<file path="src/logic/rx_dma_pkg.sv">
// shared constants and carriers for the receive dma read channel
package rx_dma_pkg;

  // layout of the receive dma read configuration register
  localparam int CfgWidth      = 8;
  localparam int SelWidth      = 3;
  localparam int ByteWidth     = 8;
  localparam logic [SelWidth-1:0] SelChannel0 = 3'h0;
  localparam logic [CfgWidth-1:0] CfgResetVal = 8'h00;

  // default internal buffer depth in bytes
  localparam int BufDepthDefault = 128;

  typedef struct packed {
    logic                readChannelReset;   // bit 7
    logic                readChannelEnable;  // bit 6
    logic                readType;           // bit 5
    logic [1:0]          reserved;           // bits 4:3
    logic [SelWidth-1:0] readChannelSelect;  // bits 2:0
  } rx_dma_cfg_t;

  // one received byte from the hdlc receiver, last marks end of message
  typedef struct packed {
    logic                 last;
    logic [ByteWidth-1:0] data;
  } msg_word_t;

  // read type: strobe on the read pin, or strobe on the write pin
  typedef enum logic {
    ReadStrobe    = 1'b0,
    ReadDirection = 1'b1
  } read_type_t;

endpackage

</file>
<file path="src/logic/hdlc_rx_buffer_ram.sv">
// small buffer memory holding received message bytes, registered read
module hdlc_rx_buffer_ram
  import rx_dma_pkg::*;
#(
  parameter int Depth = BufDepthDefault,
  parameter int AddrWidth = $clog2(Depth)
) (
  // clock
  input  wire logic                 mclk,
  // write port
  input  wire logic                 writeEn,
  input  wire logic [AddrWidth-1:0] writeAddr,
  input  wire msg_word_t            writeData,
  // read port
  input  wire logic [AddrWidth-1:0] readAddr,
  output msg_word_t                 readData
);

  msg_word_t mem [Depth];

  // no reset on the array so it maps to plain ram
  // a read of the word being written returns the new word, so a one-byte
  // message can leave in the cycle right after it arrives
  always_ff @(posedge mclk) begin
    if (writeEn) begin
      mem[writeAddr] <= writeData;
    end
    if (writeEn && writeAddr == readAddr) begin
      readData <= writeData;
    end else begin
      readData <= mem[readAddr];
    end
  end

endmodule

</file>
<file path="src/logic/receive_dma_read_channel.sv">
// receive dma read channel: hdlc receive buffer to external memory
//
// How it works
// - A zero-to-one reset bit flushes the channel; steady zero runs on.
// - Enable bit one turns the read interface on, zero turns it off.
// - While enabled, request only when a complete message is buffered.
// - Bytes only flow from the receive buffer toward external memory.
// - Each read transfer begins by pulling the active-low request low.
// - In strobe mode each low read strobe outputs a new byte.
// - In direction mode each low write strobe outputs a new byte.
// - Read type zero: read pin strobes; one: write pin strobes.
// - The three-bit select picks the channel; only code 000 is served.
// - All configuration bits come out of reset at zero.
module receive_dma_read_channel
  import rx_dma_pkg::*;
#(
  parameter int BufDepth = BufDepthDefault
) (
  // clock and reset
  input  wire logic                 mclk,
  input  wire logic                 rst_n,
  // configuration register port
  input  wire logic                 cfgWrite,
  input  wire logic [CfgWidth-1:0]  cfgWriteData,
  output logic      [CfgWidth-1:0]  cfgReadData,
  // bytes from the hdlc receiver
  input  wire logic                 msgValid,
  input  wire msg_word_t            msgWord,
  output logic                      msgReady,
  // dma handshake and bus strobes
  output logic                      read_dma_request_n,
  input  wire logic                 read_dma_acknowledge_n,
  input  wire logic                 readStrobe_n,
  input  wire logic                 writeStrobe_n,
  // data bus, two signals of the two-way pin
  output logic      [ByteWidth-1:0] busDataOut,
  output logic                      busDataOe_n,
  // status
  output logic                      messageWaiting
);

  localparam int AddrWidth = $clog2(BufDepth);
  localparam int PtrWidth  = AddrWidth + 1;
  localparam logic [PtrWidth-1:0] PtrOne   = PtrWidth'(1);
  localparam logic [PtrWidth-1:0] PtrDepth = PtrWidth'(BufDepth);

  if (BufDepth < 2 || (1 << AddrWidth) != BufDepth) begin : gDepthCheck
    $error("BufDepth must be a power of two and at least 2");
  end

  // storage for configuration fields
  rx_dma_cfg_t cfg_r;
  rx_dma_cfg_t cfg_nxt;
  logic [CfgWidth-1:0] cfgReadData_r;
  logic [CfgWidth-1:0] cfgReadData_nxt;

  // buffer pointers and complete message count
  logic [PtrWidth-1:0] wrPtr_r;
  logic [PtrWidth-1:0] wrPtr_nxt;
  logic [PtrWidth-1:0] rdPtr_r;
  logic [PtrWidth-1:0] rdPtr_nxt;
  logic [PtrWidth-1:0] msgCount_r;
  logic [PtrWidth-1:0] msgCount_nxt;
  logic                msgReady_r;
  logic                msgReady_nxt;

  // bus side state
  logic                 reqN_r;
  logic                 reqN_nxt;
  logic                 strobePrev_r;
  logic                 strobePrev_nxt;
  logic [ByteWidth-1:0] busData_r;
  logic [ByteWidth-1:0] busData_nxt;
  logic                 busOeN_r;
  logic                 busOeN_nxt;
  logic                 waiting_r;
  logic                 waiting_nxt;

  // combinational helpers
  rx_dma_cfg_t cfgIn;
  msg_word_t   ramReadData;
  logic        chanFlush;
  logic        pushByte;
  logic        popByte;
  logic        strobeLow;
  logic        strobeFall;
  logic        served;
  logic [PtrWidth-1:0] fill;

  // reserved bits are masked so they always read back zero
  function automatic rx_dma_cfg_t cleanCfg(input logic [CfgWidth-1:0] raw);
    rx_dma_cfg_t c;
    c = rx_dma_cfg_t'(raw);
    c.reserved = '0;
    return c;
  endfunction

  hdlc_rx_buffer_ram #(
    .Depth    (BufDepth),
    .AddrWidth(AddrWidth)
  ) uBuffer (
    .mclk     (mclk),
    .writeEn  (pushByte),
    .writeAddr(wrPtr_r[AddrWidth-1:0]),
    .writeData(msgWord),
    .readAddr (rdPtr_nxt[AddrWidth-1:0]),
    .readData (ramReadData)
  );

  // configuration register and channel flush
  always_comb begin
    cfgIn           = cleanCfg(cfgWriteData);
    cfg_nxt         = cfg_r;
    chanFlush       = 1'b0;
    if (cfgWrite) begin
      cfg_nxt = cfgIn;
      // only the rising edge flushes, a held one does nothing more
      chanFlush = cfgIn.readChannelReset
                  && !cfg_r.readChannelReset;
    end
    cfgReadData_nxt = CfgWidth'(cfg_nxt);
  end

  always_ff @(posedge mclk or negedge rst_n) begin
    if (!rst_n) begin
      cfg_r         <= rx_dma_cfg_t'(CfgResetVal);
      cfgReadData_r <= CfgResetVal;
    end else begin
      cfg_r         <= cfg_nxt;
      cfgReadData_r <= cfgReadData_nxt;
    end
  end

  // strobe selection: read pin or write pin depending on read type
  always_comb begin
    unique case (read_type_t'(cfg_r.readType))
      ReadStrobe:    strobeLow = !readStrobe_n;
      ReadDirection: strobeLow = !writeStrobe_n;
    endcase
    // data only moves once the controller has acknowledged, so host
    // cycles to other registers never pop a byte
    strobeLow  = strobeLow && !read_dma_acknowledge_n && !reqN_r;
    strobeFall = strobeLow && !strobePrev_r;
  end

  // buffer fill, drain and request logic
  always_comb begin
    served       = cfg_r.readChannelEnable
                   && (cfg_r.readChannelSelect == SelChannel0);
    pushByte     = msgValid && msgReady_r;
    // a pop never starts on a partial message
    popByte      = served && strobeFall && (msgCount_r != '0);
    wrPtr_nxt    = wrPtr_r;
    rdPtr_nxt    = rdPtr_r;
    msgCount_nxt = msgCount_r;
    busData_nxt  = busData_r;
    if (pushByte) begin
      wrPtr_nxt = wrPtr_r + PtrOne;
    end
    if (popByte) begin
      rdPtr_nxt   = rdPtr_r + PtrOne;
      busData_nxt = ramReadData.data;
    end
    // a message ending and one leaving in one cycle keep the count level
    case ({pushByte && msgWord.last, popByte && ramReadData.last})
      2'b10:   msgCount_nxt = msgCount_r + PtrOne;
      2'b01:   msgCount_nxt = msgCount_r - PtrOne;
      default: msgCount_nxt = msgCount_r;
    endcase
    if (chanFlush) begin
      wrPtr_nxt    = '0;
      rdPtr_nxt    = '0;
      msgCount_nxt = '0;
    end
    // full check kept one byte early since ready is registered
    fill           = wrPtr_nxt - rdPtr_nxt;
    msgReady_nxt   = !chanFlush && (fill < (PtrDepth - PtrOne));
    waiting_nxt    = msgCount_nxt != '0;
    // the request drops in the flush cycle so no stale byte is offered
    reqN_nxt       = !(served && !chanFlush
                       && waiting_nxt);
    strobePrev_nxt = strobeLow;
    // the pin is driven only while the controller strobes a read
    busOeN_nxt     = !(served && strobeLow);
  end

  always_ff @(posedge mclk or negedge rst_n) begin
    if (!rst_n) begin
      wrPtr_r      <= '0;
      rdPtr_r      <= '0;
      msgCount_r   <= '0;
      msgReady_r   <= 1'b0;
      reqN_r       <= 1'b1;
      strobePrev_r <= 1'b0;
      busData_r    <= '0;
      busOeN_r     <= 1'b1;
      waiting_r    <= 1'b0;
    end else begin
      wrPtr_r      <= wrPtr_nxt;
      rdPtr_r      <= rdPtr_nxt;
      msgCount_r   <= msgCount_nxt;
      msgReady_r   <= msgReady_nxt;
      reqN_r       <= reqN_nxt;
      strobePrev_r <= strobePrev_nxt;
      busData_r    <= busData_nxt;
      busOeN_r     <= busOeN_nxt;
      waiting_r    <= waiting_nxt;
    end
  end

  assign cfgReadData        = cfgReadData_r;
  assign msgReady           = msgReady_r;
  assign read_dma_request_n = reqN_r;
  assign busDataOut         = busData_r;
  assign busDataOe_n        = busOeN_r;
  assign messageWaiting     = waiting_r;

endmodule

</file>
<file path="config.mk">
export PLATFORM = sky130hd
export DESIGN_NAME = receive_dma_read_channel
export DESIGN_NICKNAME = d
export VERILOG_FILES = /design/src/logic/rx_dma_pkg.sv /design/src/logic/hdlc_rx_buffer_ram.sv /design/src/logic/receive_dma_read_channel.sv
export SDC_FILE = /design/constraint.sdc
export NUM_CORES = 1
export LEC_CHECK = 0
export BUFFER_PORTS_ARGS = -buffer_cell sky130_fd_sc_hd__buf_2
export CAP_MARGIN = 30
export CORE_MARGIN = 4
export CORE_UTILIZATION = 50
export CTS_CLUSTER_DIAMETER = 80
export DETAILED_ROUTE_END_ITERATION = 7
export PLACE_DENSITY = 0.68
export SLEW_MARGIN = 20
export SYNTH_ARGS = -nofsm -noshare
export SYNTH_HDL_FRONTEND = slang
export SYNTH_SLANG_ARGS = --single-unit
</file>
<file path="constraint.sdc">
create_clock -name mclk -period 4.06 [get_ports mclk]
set_clock_uncertainty 0.15 [all_clocks]
set_input_delay 0.609 -clock mclk [delete_from_list [all_inputs] [get_ports mclk]]
set_output_delay 0.609 -clock mclk [all_outputs]
set_load 0.05 [all_outputs]
</file>
==> impl_results.md, run 1 <==
* Run status: finished with violations
* Violated checks: negative setup slack
* Die Width at 317 µm
* Mux cell area share after synthesis at 0.142
* Worst Hold Depth at 2
* Setup WS post-layout at -322 ps
* Critical Path Start Type: flip-flop
* I/O pin total at 44
* Max-slew headroom at 0.299
* DR vias/cell at 6.13
* Placed Instances at 3840
* Pin slew with the least headroom to its limit at 1050 ps
* Max Slew Vio Count at 0
* CP arrival at 4790 ps
* CTS H-tree lvls at 3
* Synthesized flop and latch total at 1202
* Largest area contributor in the netlist: edfxtp_1
* Row count at 112
* Placement Setup Slack at -966 ps
* Worst Setup End Kind: flip-flop
* Reg clk slew, reported paths at 60 ps
* CTS tree: done
* Syn Inst Count at 2454
* Fillers at 6800
* Mapped cell area at 47600 µm²
* Critical path class: flip-flop to flip-flop
* Area of the multi-input gates at 11100 µm²
* First-pass GRT wire length at 164 mm
* GRT Resource Usage Total at 0.222
* Placer's final routability congestion estimate at 0.866
* Setup TNS Final at -1040 ps
* Worst EP required at 4460 ps
* Wire per inst at 27.1 µm
* Root Buffer: clkbuf_16
* Leakage at 17.4 nW
* CORE AREA at 93900 µm²
* Post-synth ARST share at 0.0358
* Final worst-path cycle share at 1.08
* Vias at 25000
* R2r worst-path depth at 17
* Vias in the first global route at 25100
* Max frequency at 0.228 GHz
* DR pass1 iterations at 5
* Complex-gate fraction of the synthesized area at 0.0382
* Simple-gate area share of the yosys netlist at 0.0384
* Synth unique cells at 67
* Area share of xor/xnor cells in the synthesized design at 0.00473
* Fin util at 0.582
* Cell Pwr Density at 472 nW/µm²
* RSZ-0062 raised after global routing: true
* Minimum clock period at 4380 ps
* Synth cell count leaders: edfxtp_1 (1152), mux4_2 (184), nor2_1 (183), mux2i_1 (162), nand2_1 (91)
* Post-DP Area at 50300 µm²
* HP Class: input port to flip-flop
* Remaining Overflow, GRT at 0
* Syn avg cell area at 19.4 µm²
* Final setup fails at 5
* Nets at 2771
* Worst VDD drop at 0.000365 V
* Register area share after synthesis at 0.752
* Register area at 35800 µm²
* Yosys warning total at 0
* Main combinational cell family by area after synthesis: multiplexers
* Drc violations at 0
* Max-Cap Viols at 0
* Maximum clock path buffer count at 3
* Total routed wirelength at 111 mm
* Skew-Pair Late Insertion Delay at 690 ps
* Synth Flop Type: edfxtp_1
* Die ar. at 100000 µm²
* Layout cells sized above 1 at 0.248
* Clk sinks at 1202
* Die Height at 317 µm
* Post-synthesis adder-cell area fraction at 0.00505
* Initial Utilization at 0.507
* Inserted Clock Buffers at 117
* IO Port Bufs at 39
* Detailed placer's ending HPWL at 70.3 mm
* Maximum net fanout on the critical path at 6
* Pin count of the biggest net entering global routing at 106
* Total power at 25.8 mW
* EDFF count, synth at 1152
* Hold Slack at 45.3 ps
* Final cell count without fillers at 4079
* Final hold violations at 0
* Synth top area cells: edfxtp_1 (73%), mux4_2 (8.7%), mux2i_1 (3.4%)
* Design Area, Final at 54600 µm²
* Antenna-violating nets left at 0
* Area Overhead vs Synth at 14.8%
* 1st-iter DRT viols at 2878
* Top-count cell post-synth: edfxtp_1
* Initial antenna violation count at 3
* Post-synth top area share at 0.727
-- area by class of cell --
type | count | area share
antenna | 1 | 0.0000458
multi-input combinational | 1109 | 0.203
inverter | 15 | 0.00103
tap | 1254 | 0.0287
timing repair buffer | 284 | 0.0418
clock buffer | 135 | 0.0552
sequential | 1202 | 0.656
clock inverter | 79 | 0.0145
-- worst paths after layout --
path / from / to / slack, ps
setup / recovery: flip-flop / messageWaiting$_DFF_PN0_ / -320
hold / removal: cfgWriteData[7] / cfgReadData[7]$_DFFE_PN0P_ / 50
setup reg to reg: flip-flop / messageWaiting$_DFF_PN0_ / -320
hold reg to reg: cfgReadData[6]$_DFFE_PN0P_ / cfgReadData[6]$_DFFE_PN0P_ / 380
max in group asynchronous: rst_n / busDataOut[4]$_DFFE_PN0N_ / 2940
min in group asynchronous: rst_n / cfgReadData[6]$_DFFE_PN0P_ / 400
-- critical path, stage by stage, from the launching register on --
cell and delay, ps:
dfxtp_4 410, buf_12 140, mux4_2 500, a22o_1 270
a221oi_2 220, o22ai_1 140, nor3_2 410, buf_4 200
o31ai_4 60, ha_4 200, fa_2 360, buf_6 130
xor2_1 150, nor2_1 150, a21oi_1 100, a211o_1 300
nor4_4 250, o21ai_1 100
-- logic make-up after synthesis --
logic type | count (synthesis)
and+or+nand+nor | 401
other | 1
muxes | 396
DFF | 1202
buffers and inverters | 144
AOI/OAI and AO/OA | 268
adders and majority gates | 18
xor gates and xnor gates | 24
-- cells in the final DEF (no fill, tap or decap), types with 16 or more instances in the layout --
| cell | synthesis | final |
|---|---|---|
| buf_2 | 27 | 30 |
| xor2_1 | 18 | 18 |
| nor2_1 | 183 | 183 |
| o22ai_1 | 58 | 58 |
| clkbuf_16 | 0 | 118 |
| clkbuf_1 | 53 | 17 |
| mux4_2 | 184 | 184 |
| nor2b_1 | 19 | 19 |
| dfrtp_1 | 41 | 41 |
| clkinv_2 | 0 | 20 |
| buf_4 | 17 | 225 |
| a21oi_1 | 50 | 46 |
| nor3_1 | 17 | 16 |
| nand3_1 | 29 | 29 |
| mux2_2 | 21 | 21 |
| clkinv_1 | 0 | 32 |
| o21ai_0 | 21 | 16 |
| a22oi_1 | 47 | 47 |
| edfxtp_1 | 1152 | 1152 |
| nand2_1 | 91 | 89 |
| mux2i_1 | 162 | 162 |
| mux4_1 | 29 | 29 |
-- routing by layer --
metal | part of all wire | wire, µm | GRT usage
met5 | 0.00021 | 23 | 0
met4 | 0.025 | 2810 | 0.0634
met3 | 0.089 | 9850 | 0.0411
met2 | 0.47 | 52100 | 0.347
met1 | 0.41 | 45900 | 0.325
-- report_power, final --
group          total, mW  switching [mW]  internal, mW
clock               10.7            4.50          6.25
combinational       1.22           0.829         0.386
sequential          13.8          0.0974          13.7
-- state kept, by name, summed over array words and instances, names as in the netlist, named ones only --
signal	count
cfgReadData	6
messageWaiting	1
busDataOut	8
uBuffer.mem	1152
msgReady	1
strobePrev_r	1
busDataOe_n	1
wrPtr_r	8
read_dma_request_n	1
msgCount_r	8
rdPtr_r	8
-- repair_timing --
item | in CTS | in global routing
hold endpoints to repair | 47 | 0
setup endpoints to repair | 8 | 9
resized for setup | 27 | 18
pin swaps | 18 | 18
buffers inserted | 8 | 0
hold buffers | 8 | 0
(Power assumes the default switching activity.)
==> run 2, diff against run 1 <==
==> constraint.sdc (replaced) <==
create_clock -name mclk -period 4 [get_ports mclk]
set_clock_uncertainty 0.15 [all_clocks]
set_input_delay 0.6 -clock mclk [delete_from_list [all_inputs] [get_ports mclk]]
set_output_delay 0.6 -clock mclk [all_outputs]
set_load 0.05 [all_outputs]
==> impl_results.md, run 2 (synthesis gave the netlist of run 1 again) <==
* Max-slew headroom at 0.318
* Max Slew Vio Count at 0
* Net Switching at 5.60 mW
* CTS tree: done
* Setup TNS Final at -704 ps
* Total power at 26.5 mW
* GRT Resource Usage Total at 0.225
* Vias in the first global route at 25300
* Final hold violations at 0
* Leading cell type in the layout, fill and taps excluded: edfxtp_1
* P_int at 20.9 mW
* Layout cells sized above 1 at 0.259
* Setup WS post-layout at -250 ps
* Sw frac at 0.212
* Run status: finished with violations
* Drc violations at 0
* Final worst-path cycle share at 1.06
* Worst VDD drop at 0.000317 V
* Fin util at 0.585
* Reg clk slew, reported paths at 60 ps
* Minimum clock period at 4250 ps
* HP Class: input port to flip-flop
* First-pass GRT wire length at 167 mm
* Worst EP required at 4420 ps
* I/O pin total at 44
* Area Overhead vs Synth at 15.4%
* Maximum clock path buffer count at 3
* Antenna-violating nets left at 0
* 1st-iter DRT viols at 2776
* Inserted Clock Buffers at 118
* Pin count of the biggest net entering global routing at 129
* Critical path class: flip-flop to flip-flop
* Root Buffer: clkbuf_16
* Wire per inst at 27.2 µm
* Max-Cap Viols at 0
* DR vias/cell at 6.09
* Total routed wirelength at 112 mm
* DR pass1 iterations at 5
* Detailed placer's ending HPWL at 71.6 mm
* Clk pwr share at 0.423
* Die Width at 317 µm
* Nets at 2801
* Maximum net fanout on the critical path at 6
* Row count at 112
* IO Port Bufs at 39
* Pin slew with the least headroom to its limit at 1020 ps
* Placer's final routability congestion estimate at 0.881
* Fillers at 6797
* ANT cells at 0
* Clk sinks at 1202
* Vias at 25000
* Sequential share of power at 0.531
* Placement Setup Slack at -674 ps
* CTS H-tree lvls at 3
* Critical Path Start Type: flip-flop
* Final setup fails at 4
* Violated checks: negative setup slack
* Cell Pwr Density at 482 nW/µm²
* Die ar. at 100000 µm²
* Most frequent cells in the layout: edfxtp_1 (1152), buf_4 (256), mux4_2 (186)
* Initial Utilization at 0.507
* Combinational share of power at 0.046
* Top reg by flops: uBuffer.mem
* Max frequency at 0.235 GHz
* Worst Setup End Kind: flip-flop
* Skew-Pair Late Insertion Delay at 700 ps
* Remaining Overflow, GRT at 0
* Initial antenna violation count at 2
* CP arrival at 4670 ps
* Leakage at 17.6 nW
* CORE AREA at 93900 µm²
* Placed Instances at 3862
* RSZ-0062 raised after global routing: true
* Die Height at 317 µm
* Final cell count without fillers at 4114
* Max reg flops at 1152
==> run 2: changes by cell type in the layout (fill, tap and decap cells not counted), sizes merged <==
cell / previous run / this run
clkinv: 55 / 45
buf: 276 / 303
clkbuf: 135 / 151
dlygate4sd3: 8 / 10
clkinvlp: 6 / 7
diode: 1 / 0
==> run 2: repair_timing <==
action	in CTS	in global routing
cloned	0	0
endpoints found under the setup margin	6	11
hold buffers	10	0
endpoints found under the hold margin	30	0
pin swaps	16	14
buffers inserted	13	2
resized for setup	35	14
==> run 2: stage by stage <==
| stage | instance area [µm²] | hold WS (ps) |
|---|---|---|
| global route | 54900 | 138 |
| CTS | 54800 | 90.3 |
| floorplan | 47600 | 154 |
| finish | 54900 | 143 |
| global placement | 50400 | 354 |
| detailed placement | 50500 | 385 |
==> run 2: cell type report <==
| class | instances | area, µm² | area share |
|---|---|---|---|
| well taps | 1254 | 1570 | 0.0286 |
| clock inverters | 70 | 810 | 0.0147 |
| clock buffers | 151 | 3150 | 0.0573 |
| flip-flops and latches | 1202 | 35800 | 0.652 |
| inverters | 15 | 56.3 | 0.00102 |
| multi-input cells | 1109 | 11100 | 0.201 |
| repair buffers | 313 | 2470 | 0.0449 |
==> run 2: path summary, 6_finish.rpt <==
check	endpoint	start	cells after the start	slack, ps
min in group asynchronous	cfgReadData[7]$_DFFE_PN0P_	rst_n	2	220
min reg2reg	cfgReadData[6]$_DFFE_PN0P_	cfgReadData[6]$_DFFE_PN0P_	1	390
max in group asynchronous	busDataOut[0]$_DFFE_PN0N_	rst_n	3	2950
max	messageWaiting$_DFF_PN0_	flip-flop	18	-250
min	cfgReadData[7]$_DFFE_PN0P_	cfgWrite	2	140
max reg2reg	messageWaiting$_DFF_PN0_	flip-flop	18	-250
==> run 2: power by group through the flow <==
| stage | registers [mW] | logic [mW] | clock network (mW) |
|---|---|---|---|
| 5_1_grt | 14.1 | 1.31 | 11.9 |
| 3_5_place_dp | 14.3 | 1.16 | 0 |
| 3_3_place_gp | 14.3 | 1.12 | 0 |
| 6_report | 14.0 | 1.22 | 11.2 |
| 4_1_cts | 14.0 | 1.21 | 11.4 |
| 2_1_floorplan | 14.3 | 0.515 | 0 |
==> run 2: metal layers <==
metal | track usage | wire length [µm] | vias to the layer above
met1 | 0.328 | 46100 | 13100
met4 | 0.0610 | 2640 | 2
met5 | 0 | 16 | -
met2 | 0.350 | 53000 | 1148
li1 | - | - | 10700
met3 | 0.0486 | 10200 | 168
==> run 2: worst max-delay path, cell delays in order, from the launching register on <==
cell and delay, ps:
dfxtp_4 460, buf_4 150, buf_6 100, mux4_2 480, a22o_1 290, a221oi_2 210, nor3b_2 80, nor3_2 240
buf_4 180, o31ai_4 80, ha_4 220, fa_2 380, buf_6 120, xor2_1 140, nor2_1 120, a21oi_1 80
a211o_1 300, nor4_4 230, o21ai_1 100
